[config.mk]
export PLATFORM = sky130hd
export DESIGN_NAME = ciac_top
export DESIGN_NICKNAME = d
export VERILOG_FILES = /design/src/ciac_pkg.sv /design/src/ciac_top.sv
export SDC_FILE = /design/constraint.sdc
export NUM_CORES = 1
export LEC_CHECK = 0
export BUFFER_PORTS_ARGS = -buffer_cell sky130_fd_sc_hd__buf_4
export CAP_MARGIN = 25
export CORE_AREA = 4 4 80 82
export DETAILED_ROUTE_END_ITERATION = 12
export DIE_AREA = 0 0 84 86
export GPL_ROUTABILITY_DRIVEN = 0
export MAX_ROUTING_LAYER = met4
export PLACE_DENSITY = 0.82
export SYNTH_ARGS = -nofsm -noshare
export SYNTH_HDL_FRONTEND = slang
export SYNTH_SLANG_ARGS = --single-unit
[constraint.sdc]
create_clock -name clk -period 5.6 [get_ports clk]
set_input_delay 0.56 -clock clk [delete_from_list [all_inputs] [get_ports clk]]
set_output_delay 0.56 -clock clk [all_outputs]
set_load 0.01 [all_outputs]
[src/ciac_pkg.sv]
package ciac_pkg;

   // register indices; byte address is four times the index
   localparam logic [5:0]  IDX_FLAG        = 6'h03;
   localparam logic [5:0]  IDX_ENABLE      = 6'h04;
   localparam logic [5:0]  IDX_CAPTURE     = 6'h0b;
   localparam logic [5:0]  IDX_AUX         = 6'h20;
   localparam int          ADDR_W          = 8;
   localparam logic [7:0]  ADDR_FLAG       = {IDX_FLAG, 2'b00};
   localparam logic [7:0]  ADDR_ENABLE     = {IDX_ENABLE, 2'b00};
   localparam logic [7:0]  ADDR_CAPTURE    = {IDX_CAPTURE, 2'b00};
   localparam logic [7:0]  ADDR_AUX        = {IDX_AUX, 2'b00};

   // flag and enable bit positions
   localparam int          BIT_BUS_ERR     = 7;
   localparam int          BIT_ARB_LOST    = 6;
   localparam int          BIT_ERR_PASSIVE = 5;
   localparam int          BIT_WAKEUP      = 4;
   localparam int          BIT_OVERRUN     = 3;
   localparam int          BIT_ERR_WARN    = 2;
   localparam int          BIT_TX_DONE     = 1;
   localparam int          BIT_RX_PENDING  = 0;

   // auxiliary control register bits
   localparam int          BIT_AUX_SLEEP   = 0;
   localparam int          BIT_AUX_RELEASE = 1;

   localparam int          POS_W           = 5;

   // reset values
   localparam logic [7:0]  RST_ENABLE      = 8'h00;
   localparam logic [7:0]  RST_FLAG        = 8'h00;
   localparam logic [4:0]  RST_CAPTURE     = 5'h00;

   // axi responses
   localparam logic [1:0]  RESP_OKAY       = 2'h0;
   localparam logic [1:0]  RESP_SLVERR     = 2'h2;

   typedef struct packed {
      logic bus_error;
      logic arb_lost;
      logic wake_activity;
   } ciac_evt_s;

   typedef struct packed {
      logic err_passive;
      logic err_status;
      logic bus_status;
      logic overrun;
      logic tx_buf_free;
      logic rx_buf_full;
      logic bus_active;
   } ciac_stat_s;

endpackage

[src/ciac_top.sv]
`timescale 1ns/10ps

module ciac_top (
   input  wire logic                  clk,
   input  wire logic                  reset,
   input  wire logic [7:0]            s_axi_awaddr,
   input  wire logic [2:0]            s_axi_awprot,
   input  wire logic                  s_axi_awvalid,
   output logic                       s_axi_awready,
   input  wire logic [31:0]           s_axi_wdata,
   input  wire logic [3:0]            s_axi_wstrb,
   input  wire logic                  s_axi_wvalid,
   output logic                       s_axi_wready,
   output logic [1:0]                 s_axi_bresp,
   output logic                       s_axi_bvalid,
   input  wire logic                  s_axi_bready,
   input  wire logic [7:0]            s_axi_araddr,
   input  wire logic [2:0]            s_axi_arprot,
   input  wire logic                  s_axi_arvalid,
   output logic                       s_axi_arready,
   output logic [31:0]                s_axi_rdata,
   output logic [1:0]                 s_axi_rresp,
   output logic                       s_axi_rvalid,
   input  wire logic                  s_axi_rready,
   input  wire ciac_pkg::ciac_evt_s   evt,
   input  wire ciac_pkg::ciac_stat_s  stat,
   input  wire logic [4:0]            bit_pos,
   output logic                       irq_n,
   output logic                       sleep_mode,
   output logic                       rx_release
);

   typedef enum logic [1:0] {
      WR_COLLECT = 2'b01,
      WR_RESP    = 2'b10
   } ciac_wr_e;

   typedef enum logic [1:0] {
      RD_IDLE = 2'b01,
      RD_RESP = 2'b10
   } ciac_rd_e;

   function automatic logic ciac_mapped(input logic [7:0] addr);
      ciac_mapped = 1'b0;
      if (addr == ciac_pkg::ADDR_FLAG) begin
         ciac_mapped = 1'b1;
      end else if (addr == ciac_pkg::ADDR_ENABLE) begin
         ciac_mapped = 1'b1;
      end else if (addr == ciac_pkg::ADDR_CAPTURE) begin
         ciac_mapped = 1'b1;
      end else if (addr == ciac_pkg::ADDR_AUX) begin
         ciac_mapped = 1'b1;
      end
   endfunction

   // write channel state
   ciac_wr_e      wr_state_reg;
   ciac_wr_e      wr_state_next;
   logic          aw_have_reg;
   logic          aw_have_next;
   logic          w_have_reg;
   logic          w_have_next;
   logic [7:0]    awaddr_reg;
   logic [7:0]    awaddr_next;
   logic [7:0]    wdata_reg;
   logic [7:0]    wdata_next;
   logic          wstrb0_reg;
   logic          wstrb0_next;
   logic [1:0]    bresp_reg;
   logic [1:0]    bresp_next;
   logic          wr_commit;

   // read channel state
   ciac_rd_e      rd_state_reg;
   ciac_rd_e      rd_state_next;
   logic [31:0]   rdata_reg;
   logic [31:0]   rdata_next;
   logic [1:0]    rresp_reg;
   logic [1:0]    rresp_next;
   logic          rd_take;
   logic          rd_flag;
   logic          rd_capture;

   // block state
   logic [7:0]    irq_enable_reg;
   logic [7:0]    irq_enable_next;
   logic [7:0]    irq_flag_reg;
   logic [7:0]    irq_flag_next;
   logic [4:0]    arb_lost_capture_reg;
   logic [4:0]    arb_lost_capture_next;
   logic          capture_armed_reg;
   logic          capture_armed_next;
   logic          sleep_reg;
   logic          sleep_next;
   logic          release_reg;
   logic          release_next;
   logic          rx_hide_reg;
   logic          rx_hide_next;
   logic          irq_n_reg;
   logic          irq_n_next;
   ciac_pkg::ciac_stat_s  stat_q_reg;
   ciac_pkg::ciac_stat_s  stat_q_next;

   logic          wr_enable;
   logic          wr_aux;
   logic          sleep_refused;
   logic [7:0]    flag_set;

   // write channel
   always_comb begin
      wr_state_next = wr_state_reg;
      aw_have_next  = aw_have_reg;
      w_have_next   = w_have_reg;
      awaddr_next   = awaddr_reg;
      wdata_next    = wdata_reg;
      wstrb0_next   = wstrb0_reg;
      bresp_next    = bresp_reg;
      wr_commit     = 1'b0;
      case (wr_state_reg)
         WR_COLLECT: begin
            // address and data may arrive in either order
            if (s_axi_awvalid && !aw_have_reg) begin
               aw_have_next = 1'b1;
               awaddr_next  = s_axi_awaddr;
            end
            if (s_axi_wvalid && !w_have_reg) begin
               w_have_next = 1'b1;
               wdata_next  = s_axi_wdata[7:0];
               wstrb0_next = s_axi_wstrb[0];
            end
            // read-only targets answer okay and change nothing
            if (aw_have_reg && w_have_reg) begin
               wr_commit     = 1'b1;
               aw_have_next  = 1'b0;
               w_have_next   = 1'b0;
               bresp_next    = ciac_mapped(awaddr_reg) ? ciac_pkg::RESP_OKAY
                                                       : ciac_pkg::RESP_SLVERR;
               wr_state_next = WR_RESP;
            end
         end
         WR_RESP: begin
            if (s_axi_bready) begin
               wr_state_next = WR_COLLECT;
            end
         end
         default: begin
            wr_state_next = WR_COLLECT;
         end
      endcase
   end

   always_ff @(posedge clk) begin
      if (reset) begin
         wr_state_reg <= WR_COLLECT;
         aw_have_reg  <= 1'b0;
         w_have_reg   <= 1'b0;
         awaddr_reg   <= 8'h00;
         wdata_reg    <= 8'h00;
         wstrb0_reg   <= 1'b0;
         bresp_reg    <= ciac_pkg::RESP_OKAY;
      end else begin
         wr_state_reg <= wr_state_next;
         aw_have_reg  <= aw_have_next;
         w_have_reg   <= w_have_next;
         awaddr_reg   <= awaddr_next;
         wdata_reg    <= wdata_next;
         wstrb0_reg   <= wstrb0_next;
         bresp_reg    <= bresp_next;
      end
   end

   assign s_axi_awready = (wr_state_reg == WR_COLLECT) && !aw_have_reg;
   assign s_axi_wready  = (wr_state_reg == WR_COLLECT) && !w_have_reg;
   assign s_axi_bvalid  = (wr_state_reg == WR_RESP);
   assign s_axi_bresp   = bresp_reg;

   // only byte lane 0 carries register data
   assign wr_enable = wr_commit && wstrb0_reg && (awaddr_reg == ciac_pkg::ADDR_ENABLE);
   assign wr_aux    = wr_commit && wstrb0_reg && (awaddr_reg == ciac_pkg::ADDR_AUX);

   // read channel
   assign rd_take    = (rd_state_reg == RD_IDLE) && s_axi_arvalid;
   assign rd_flag    = rd_take && (s_axi_araddr == ciac_pkg::ADDR_FLAG);
   assign rd_capture = rd_take && (s_axi_araddr == ciac_pkg::ADDR_CAPTURE);

   always_comb begin
      rd_state_next = rd_state_reg;
      rdata_next    = rdata_reg;
      rresp_next    = rresp_reg;
      case (rd_state_reg)
         RD_IDLE: begin
            if (s_axi_arvalid) begin
               rd_state_next = RD_RESP;
               // unused and reserved bits read as zero
               rdata_next    = 32'h0000_0000;
               rresp_next    = ciac_mapped(s_axi_araddr) ? ciac_pkg::RESP_OKAY
                                                         : ciac_pkg::RESP_SLVERR;
               // flags go out as they were before this read clears them
               if (s_axi_araddr == ciac_pkg::ADDR_FLAG) begin
                  rdata_next[7:0] = irq_flag_reg;
               end else if (s_axi_araddr == ciac_pkg::ADDR_ENABLE) begin
                  rdata_next[7:0] = irq_enable_reg;
               end else if (s_axi_araddr == ciac_pkg::ADDR_CAPTURE) begin
                  rdata_next[4:0] = arb_lost_capture_reg;
               end else if (s_axi_araddr == ciac_pkg::ADDR_AUX) begin
                  rdata_next[ciac_pkg::BIT_AUX_SLEEP] = sleep_reg;
               end
            end
         end
         RD_RESP: begin
            if (s_axi_rready) begin
               rd_state_next = RD_IDLE;
            end
         end
         default: begin
            rd_state_next = RD_IDLE;
         end
      endcase
   end

   always_ff @(posedge clk) begin
      if (reset) begin
         rd_state_reg <= RD_IDLE;
         rdata_reg    <= 32'h0000_0000;
         rresp_reg    <= ciac_pkg::RESP_OKAY;
      end else begin
         rd_state_reg <= rd_state_next;
         rdata_reg    <= rdata_next;
         rresp_reg    <= rresp_next;
      end
   end

   assign s_axi_arready = (rd_state_reg == RD_IDLE);
   assign s_axi_rvalid  = (rd_state_reg == RD_RESP);
   assign s_axi_rdata   = rdata_reg;
   assign s_axi_rresp   = rresp_reg;

   // sleep request refused while the bus is busy or anything is pending
   assign sleep_refused = wr_aux && wdata_reg[ciac_pkg::BIT_AUX_SLEEP] && !sleep_reg
                          && (stat.bus_active || (|irq_flag_reg));

   // event sources, each gated by its own enable bit
   always_comb begin
      flag_set = 8'h00;
      // edge events compare against last cycle's status
      flag_set[ciac_pkg::BIT_BUS_ERR] = evt.bus_error
         && irq_enable_reg[ciac_pkg::BIT_BUS_ERR];
      flag_set[ciac_pkg::BIT_ARB_LOST] = evt.arb_lost && capture_armed_reg
         && irq_enable_reg[ciac_pkg::BIT_ARB_LOST];
      flag_set[ciac_pkg::BIT_ERR_PASSIVE] = (stat.err_passive != stat_q_reg.err_passive)
         && irq_enable_reg[ciac_pkg::BIT_ERR_PASSIVE];
      flag_set[ciac_pkg::BIT_WAKEUP] = ((sleep_reg && evt.wake_activity) || sleep_refused)
         && irq_enable_reg[ciac_pkg::BIT_WAKEUP];
      flag_set[ciac_pkg::BIT_OVERRUN] = stat.overrun && !stat_q_reg.overrun
         && irq_enable_reg[ciac_pkg::BIT_OVERRUN];
      flag_set[ciac_pkg::BIT_ERR_WARN] = ((stat.err_status != stat_q_reg.err_status)
         || (stat.bus_status != stat_q_reg.bus_status))
         && irq_enable_reg[ciac_pkg::BIT_ERR_WARN];
      flag_set[ciac_pkg::BIT_TX_DONE] = stat.tx_buf_free && !stat_q_reg.tx_buf_free
         && irq_enable_reg[ciac_pkg::BIT_TX_DONE];
   end

   // flags, enables, capture and sleep
   always_comb begin
      irq_enable_next       = irq_enable_reg;
      capture_armed_next    = capture_armed_reg;
      arb_lost_capture_next = arb_lost_capture_reg;
      sleep_next            = sleep_reg;
      release_next          = 1'b0;
      // history resets to zero, so a status level high out of reset reads as a change
      stat_q_next           = stat;

      if (wr_enable) begin
         irq_enable_next = wdata_reg;
      end

      // a read clears flags 7..1; a new event in that cycle still wins
      irq_flag_next = irq_flag_reg;
      if (rd_flag) begin
         irq_flag_next[7:1] = 7'h00;
      end
      irq_flag_next[7:1] = irq_flag_next[7:1] | flag_set[7:1];

      if (wr_aux && wdata_reg[ciac_pkg::BIT_AUX_RELEASE]) begin
         release_next = 1'b1;
      end
      // the fifo needs a cycle to update, so the flag is hidden twice
      rx_hide_next = release_next;
      // level flag, recomputed every cycle, untouched by reads
      irq_flag_next[ciac_pkg::BIT_RX_PENDING] = stat.rx_buf_full
         && irq_enable_next[ciac_pkg::BIT_RX_PENDING]
         && !release_next && !rx_hide_reg;

      // capture happens even with the flag disabled
      if (rd_capture) begin
         capture_armed_next = 1'b1;
      end
      // a read racing a loss returns the old position and stays disarmed
      if (evt.arb_lost && capture_armed_reg) begin
         arb_lost_capture_next = bit_pos;
         capture_armed_next    = 1'b0;
      end

      // leaving sleep by software raises no flag
      if (wr_aux) begin
         if (!wdata_reg[ciac_pkg::BIT_AUX_SLEEP]) begin
            sleep_next = 1'b0;
         end else if (!sleep_refused) begin
            sleep_next = 1'b1;
         end
      end
      if (sleep_reg && evt.wake_activity) begin
         sleep_next = 1'b0;
      end

      // taken from the next flags so the pin moves with the flag, not a cycle later
      irq_n_next = !(|irq_flag_next);
   end

   always_ff @(posedge clk) begin
      if (reset) begin
         irq_enable_reg       <= ciac_pkg::RST_ENABLE;
         irq_flag_reg         <= ciac_pkg::RST_FLAG;
         arb_lost_capture_reg <= ciac_pkg::RST_CAPTURE;
         // armed out of reset so the first loss is recorded
         capture_armed_reg    <= 1'b1;
         sleep_reg            <= 1'b0;
         release_reg          <= 1'b0;
         rx_hide_reg          <= 1'b0;
         irq_n_reg            <= 1'b1;
         stat_q_reg           <= '0;
      end else begin
         irq_enable_reg       <= irq_enable_next;
         irq_flag_reg         <= irq_flag_next;
         arb_lost_capture_reg <= arb_lost_capture_next;
         capture_armed_reg    <= capture_armed_next;
         sleep_reg            <= sleep_next;
         release_reg          <= release_next;
         rx_hide_reg          <= rx_hide_next;
         irq_n_reg            <= irq_n_next;
         stat_q_reg           <= stat_q_next;
      end
   end

   assign irq_n      = irq_n_reg;
   assign sleep_mode = sleep_reg;
   assign rx_release = release_reg;

endmodule

==> results of run 1 <==
power by group:
group / switching [µW] / internal, µW
clock: 170 / 241
sequential: 12.8 / 465
combinational: 57.1 / 45.4
total: 240 / 752
final timing paths:
kind / start / end / slack [ps]
hold / removal: stat[3] / stat_q_reg[3]$_SDFF_PP0_ / 450
setup reg to reg: awaddr_reg[6]$_SDFFE_PP0P_ / irq_n$_SDFF_PP1_ / 3450
setup / recovery: awaddr_reg[6]$_SDFFE_PP0P_ / irq_n$_SDFF_PP1_ / 3450
hold reg to reg: wdata_reg[5]$_SDFFE_PP0P_ / wdata_reg[5]$_SDFFE_PP0P_ / 450
Yosys cell counts (all sizes together) (2+ instances only):
library cell	instances	area [µm²]
nand2	72	270
dfxtp	63	1260
a21oi	47	235
buf	26	195
nor2	24	92.6
clkbuf	12	45.0
mux2i	12	120
nor2b	12	75.1
nand3	10	50.1
nor3	6	30.0
nor4	6	58.8
inv	5	18.8
nand2b	5	31.3
a22oi	4	30.0
o21ai	4	20.0
nand3b	3	22.5
xor2	3	26.3
and2	2	12.5
o2111ai	2	23.8
or4b	2	23.8
cell families (layout without fill, tap and decap cells):
kind of cell | Yosys count | count (layout)
buffers and inverters | 43 | 85
and+or+nand+nor | 148 | 148
muxes | 12 | 12
xor gates and xnor gates | 3 | 3
AOI/OAI and AO/OA | 62 | 62
other | 1 | 26
DFF | 63 | 63
routing by layer:
layer  vias up  global-route usage [%]  wire [µm]
met4         0                    8.77        106
met5         -                       -          0
met3        11                    4.71        445
met1      1086                    19.3       2640
met2        86                    28.7       3050
li1       1197                       -          -
final cells by class:
cell class              instances  share of cell area (%)
multi-input cells             251                    39.0
flip-flops and latches         63                    37.3
repair buffers                 64                    14.2
clock buffers                  13                    4.99
well taps                      75                    2.77
clock inverters                 3                    1.18
inverters                       5                   0.555
critical path: cells and delay by family (launching register included):
family           cells  cell delay, ps
muxes                1             330
DFF                  1             330
and+or+nand+nor      4            1410
through the flow:
step                      instances  util (%)  area, µm²  power (µW)  hold WS (ps)
after floorplan                 357         -       2840         559           432
after CTS                       474      58.9       3380         995           448
after global placement          458      55.2       3170         588           443
final                           474      58.9       3380         992           451
after detailed placement        458      55.2       3170         590           448
after global routing            474      58.9       3380        1030           449
==> run_results.csv, run 1 <==
group,metric,value,unit
timing,max_freq,466,MHz
worst_setup_path,crit_fanout,8,
logic_synthesis,yosysSeqAreaShare,45.9,%
logic_synthesis,synth_xor_area_share,0.957,%
worst_setup_path,cp.required,5860,ps
timing,maxSlewViolCount,0,
floorplanning,core-area,5750,µm²
power,power_density,293,nW/µm²
hold_path,hold_depth,2,
hold_path,min_path_type,"in -> reg",
clock_tree,cts_tree,"done",
clock_tree,numCtsBuffers,9,
grt,grt_max_degree,61,
grt,grt_pass1_wl,9810,µm
clock_tree,cts_setup_buffers,0,
final_layout,fillers,530,
worst_setup_path,cp_slowest_stage_delay,620,ps
drt,drt-total-wl,6240,µm
final_layout,final_cell_mix,"nand2_1 (72), buf_4 (64), dfxtp_1 (63)",
timing,period_needed,2150,ps
logic_synthesis,ys.flop_type,"dfxtp_1",
clock_tree,cts.sinks,63,
grt,antenna_found_initial,0,
floorplanning,initial_core_util,47.8,%
final_layout,area_growth,23.2,%
logic_synthesis,synth_top_family_by_area,"simple AND/OR/NAND/NOR gates",
logic_synthesis,ys_ff_latch,63,
clock_tree,htreeDepth,3,
final_layout,drive_gt1_share,21.6,%
final_layout,regArea,1260,µm²
worst_setup_path,crit_path_cell_trace,"or4b_4, nor4_4, mux2i_1, nor2_2, nor3_1",
grt,overflow,0,
clock_tree,clock_latency,340,ps
logic_synthesis,synth_compound_area_share,12.9,%
logic_synthesis,synth-edff-count,0,
clock_tree,ctsResizeCount,0,
clock_tree,cts.root.buffer_cell,"clkbuf_8",
logic_synthesis,muxShareOfSynthArea,4.37,%
logic_synthesis,synthSimpleGateAreaFrac,26.2,%
final_layout,finalNetCount,474,
worst_setup_path,endpoint_kind,"register",
final_layout,num_antenna_cells,0,
power,max-vdd-ir-drop,0.162,mV
logic_synthesis,ys_types,38,
worst_setup_path,startpoint_type,"register",
power,leakage,0.00136,µW
drt,drc,0,
floorplanning,die_x,84,µm
worst_setup_path,r2r_cells,5,
run,max-cap-violations,0,
timing,rsz0062_at_grt,"no",
drt,ant_nets,0,
drt,first_iter_violations,198,
clock_tree,cts.clk_slew.worst_paths,70,ps
drt,dr.pass1.iters,4,
timing,fin_tns_setup,0,ps
logic_synthesis,async_reset_ff_share,0,%
timing,post-route-period-util,38.3,%
place,dp_hpwl,4570,µm
final_layout,final_common_cell,"nand2_1",
floorplanning,fp.dieH,86,µm
place,port_buffers,64,
clock_tree,clockBufferDepth,2,
timing,worstMarginPinSlew,696,ps
grt,grt_pass1_vias,2229,
logic_synthesis,synth_fa_ha_area_share,0,%
logic_synthesis,syn_area,2750,µm²
worst_setup_path,slowest_stage,"nor4_4",
worst_setup_path,worst-endpoint-arrival,2410,ps
logic_synthesis,synth_warnings,0,
floorplanning,die_area,7220,µm²
timing,finalSetupViolations,0,
timing,skew,8.57,ps
logic_synthesis,avgSynthCellArea,8.27,µm²
floorplanning,ios,124,
worst_setup_path,crit_type,"reg -> reg",
drt,wire_per_inst,13.2,µm
floorplanning,num_rows,28,
timing,maxSlewHeadroom,53.3,%
timing,hold_viol,0,
grt,track_usage,17.4,%
place,dp_slack,3250,ps
logic_synthesis,syn_inst,332,
drt,num_vias,2380,
outcome,status,"complete, no violations",
clock_tree,cts_hold_buf,0,
timing,setup_slack,3450,ps
final_layout,multi_input_area,1320,µm²
drt,via_per_inst,5.02,
Note: power is estimated with default switching activity, not from simulation.
==> run 2: changes to the inputs <==
--- a/config.mk
+++ b/config.mk
@@ -7,12 +7,12 @@
 export LEC_CHECK = 0
 export BUFFER_PORTS_ARGS = -buffer_cell sky130_fd_sc_hd__buf_4
 export CAP_MARGIN = 25
-export CORE_AREA = 4 4 80 82
+export CORE_AREA = 4 4 82 84
 export DETAILED_ROUTE_END_ITERATION = 12
-export DIE_AREA = 0 0 84 86
+export DIE_AREA = 0 0 86 88
 export GPL_ROUTABILITY_DRIVEN = 0
 export MAX_ROUTING_LAYER = met4
-export PLACE_DENSITY = 0.82
+export PLACE_DENSITY = 0.78
 export SYNTH_ARGS = -nofsm -noshare
 export SYNTH_HDL_FRONTEND = slang
 export SYNTH_SLANG_ARGS = --single-unit
==> constraint.sdc (replaced) <==
create_clock -name clk -period 2.1 [get_ports clk]
set_input_delay 0.21 -clock clk [delete_from_list [all_inputs] [get_ports clk]]
set_output_delay 0.21 -clock clk [all_outputs]
set_load 0.01 [all_outputs]
==> run_results.csv, run 2 (synthesis results as in run 1) <==
group,metric,value,unit
outcome,status,"complete, no violations",
final_layout,multi_input_area,1320,µm²
grt,track_usage,16.9,%
final_layout,regArea,1260,µm²
drt,via_per_inst,5.01,
clock_tree,clock_latency,330,ps
clock_tree,cts_tree,"done",
worst_setup_path,endpoint_kind,"register",
drt,first_iter_violations,129,
floorplanning,initial_core_util,46.4,%
hold_path,min_path_type,"in -> reg",
floorplanning,core-area,5920,µm²
final_layout,finalInstanceArea,3420,µm²
floorplanning,ios,124,
power,power_frac_clock,41.2,%
drt,wire_per_inst,12.7,µm
power,power_density,771,nW/µm²
clock_tree,cts.root.buffer_cell,"clkbuf_8",
power,internal-power,2010,µW
clock_tree,cts_hold_buf,0,
floorplanning,die_x,86,µm
drt,drt-total-wl,6100,µm
clock_tree,cts_setup_buffers,0,
place,dpl_cell_area,3210,µm²
timing,rsz0062_at_grt,"no",
timing,worstMarginPinSlew,568,ps
drt,dr.pass1.iters,5,
timing,maxSlewHeadroom,61.6,%
final_layout,fillers,557,
clock_tree,cts.clk_slew.worst_paths,60,ps
power,switchingPower,629,µW
drt,ant_nets,0,
final_layout,final_common_cell,"nand2_1",
clock_tree,clockBufferDepth,2,
clock_tree,cts.sinks,63,
power,swShare,23.8,%
clock_tree,htreeDepth,3,
final_layout,final_cell_mix,"nand2_1 (72), buf_4 (69), dfxtp_1 (63)",
floorplanning,fp.dieH,88,µm
timing,skew,3.86,ps
final_layout,num_antenna_cells,0,
drt,num_vias,2401,
worst_setup_path,worst-endpoint-arrival,2200,ps
final_layout,drive_gt1_share,22.5,%
clock_tree,numCtsBuffers,9,
drt,drc,0,
power,comb_power_share,10.5,%
power,max-vdd-ir-drop,0.574,mV
timing,post-route-period-util,92.7,%
final_layout,finalNetCount,479,
place,port_buffers,64,
timing,finalSetupViolations,0,
final_layout,area_growth,24.6,%
grt,overflow,0,
place,dp_hpwl,4620,µm
floorplanning,num_rows,28,
worst_setup_path,crit_type,"reg -> reg",
run,max-cap-violations,0,
grt,grt_pass1_wl,9830,µm
clock_tree,ctsResizeCount,0,
grt,grt_max_degree,50,
grt,antenna_found_initial,0,
timing,maxSlewViolCount,0,
timing,fin_tns_setup,0,ps
worst_setup_path,startpoint_type,"register",
timing,period_needed,1950,ps
floorplanning,die_area,7570,µm²
grt,grt_pass1_vias,2145,
power,leakage,0.00138,µW
worst_setup_path,cp.required,2360,ps
power,p_seq_share,48.4,%
timing,hold_viol,0,
worst_setup_path,crit_fanout,4,
timing,max_freq,514,MHz
run 2: routing by layer:
layer  track usage, %  share of wire (%)  wire [µm]
met4             5.90                2.0        120
met1             21.2                 43       2640
met3             5.55                9.6        588
met5                -                  0          0
met2             25.5                 45       2750
run 2: layout make-up:
class	count	share of cell area [%]
clock inverter	3	1.17
multi-input combinational	251	38.6
tap	75	2.74
clock buffer	13	4.94
inverter	5	0.549
timing repair buffer	69	15.1
sequential	63	36.9
run 2: power by group through the flow:
stage	logic [µW]	clock network [µW]	registers (µW)
global route	309	1170	1280
detailed placement	275	0	1300
global placement	271	0	1300
floorplan	199	0	1290
CTS	276	1110	1280
finish	276	1090	1280
run 2: worst paths after layout:
kind	from	to	slack [ps]	depth (start not counted)
worst max-delay path	awaddr_reg[6]$_SDFFE_PP0P_	irq_n$_SDFF_PP1_	150	5
worst min-delay path	stat[2]	stat_q_reg[2]$_SDFF_PP0_	100	2
worst max register to register	awaddr_reg[6]$_SDFFE_PP0P_	irq_n$_SDFF_PP1_	150	5
worst min register to register	wdata_reg[6]$_SDFFE_PP0P_	wdata_reg[6]$_SDFFE_PP0P_	460	2
run 2: worst max-delay path: stages, from the launching register on:
cell       delay, ps
dfxtp_1          330
or4b_4           570
or4_4            560
o2111ai_2        190
nor2_2            60
nor3_1           160
run 2: metrics by stage:
step	cells	hold WS, ps	worst slack (ps)	utilization [%]	power [µW]
after floorplan	357	338	134	-	1490
after global placement	463	438	183	54.2	1570
after detailed placement	463	442	145	54.2	1580
after CTS	479	85.4	135	57.8	2660
after global routing	479	86.5	85.3	57.8	2760
final	479	98.3	153	57.8	2640
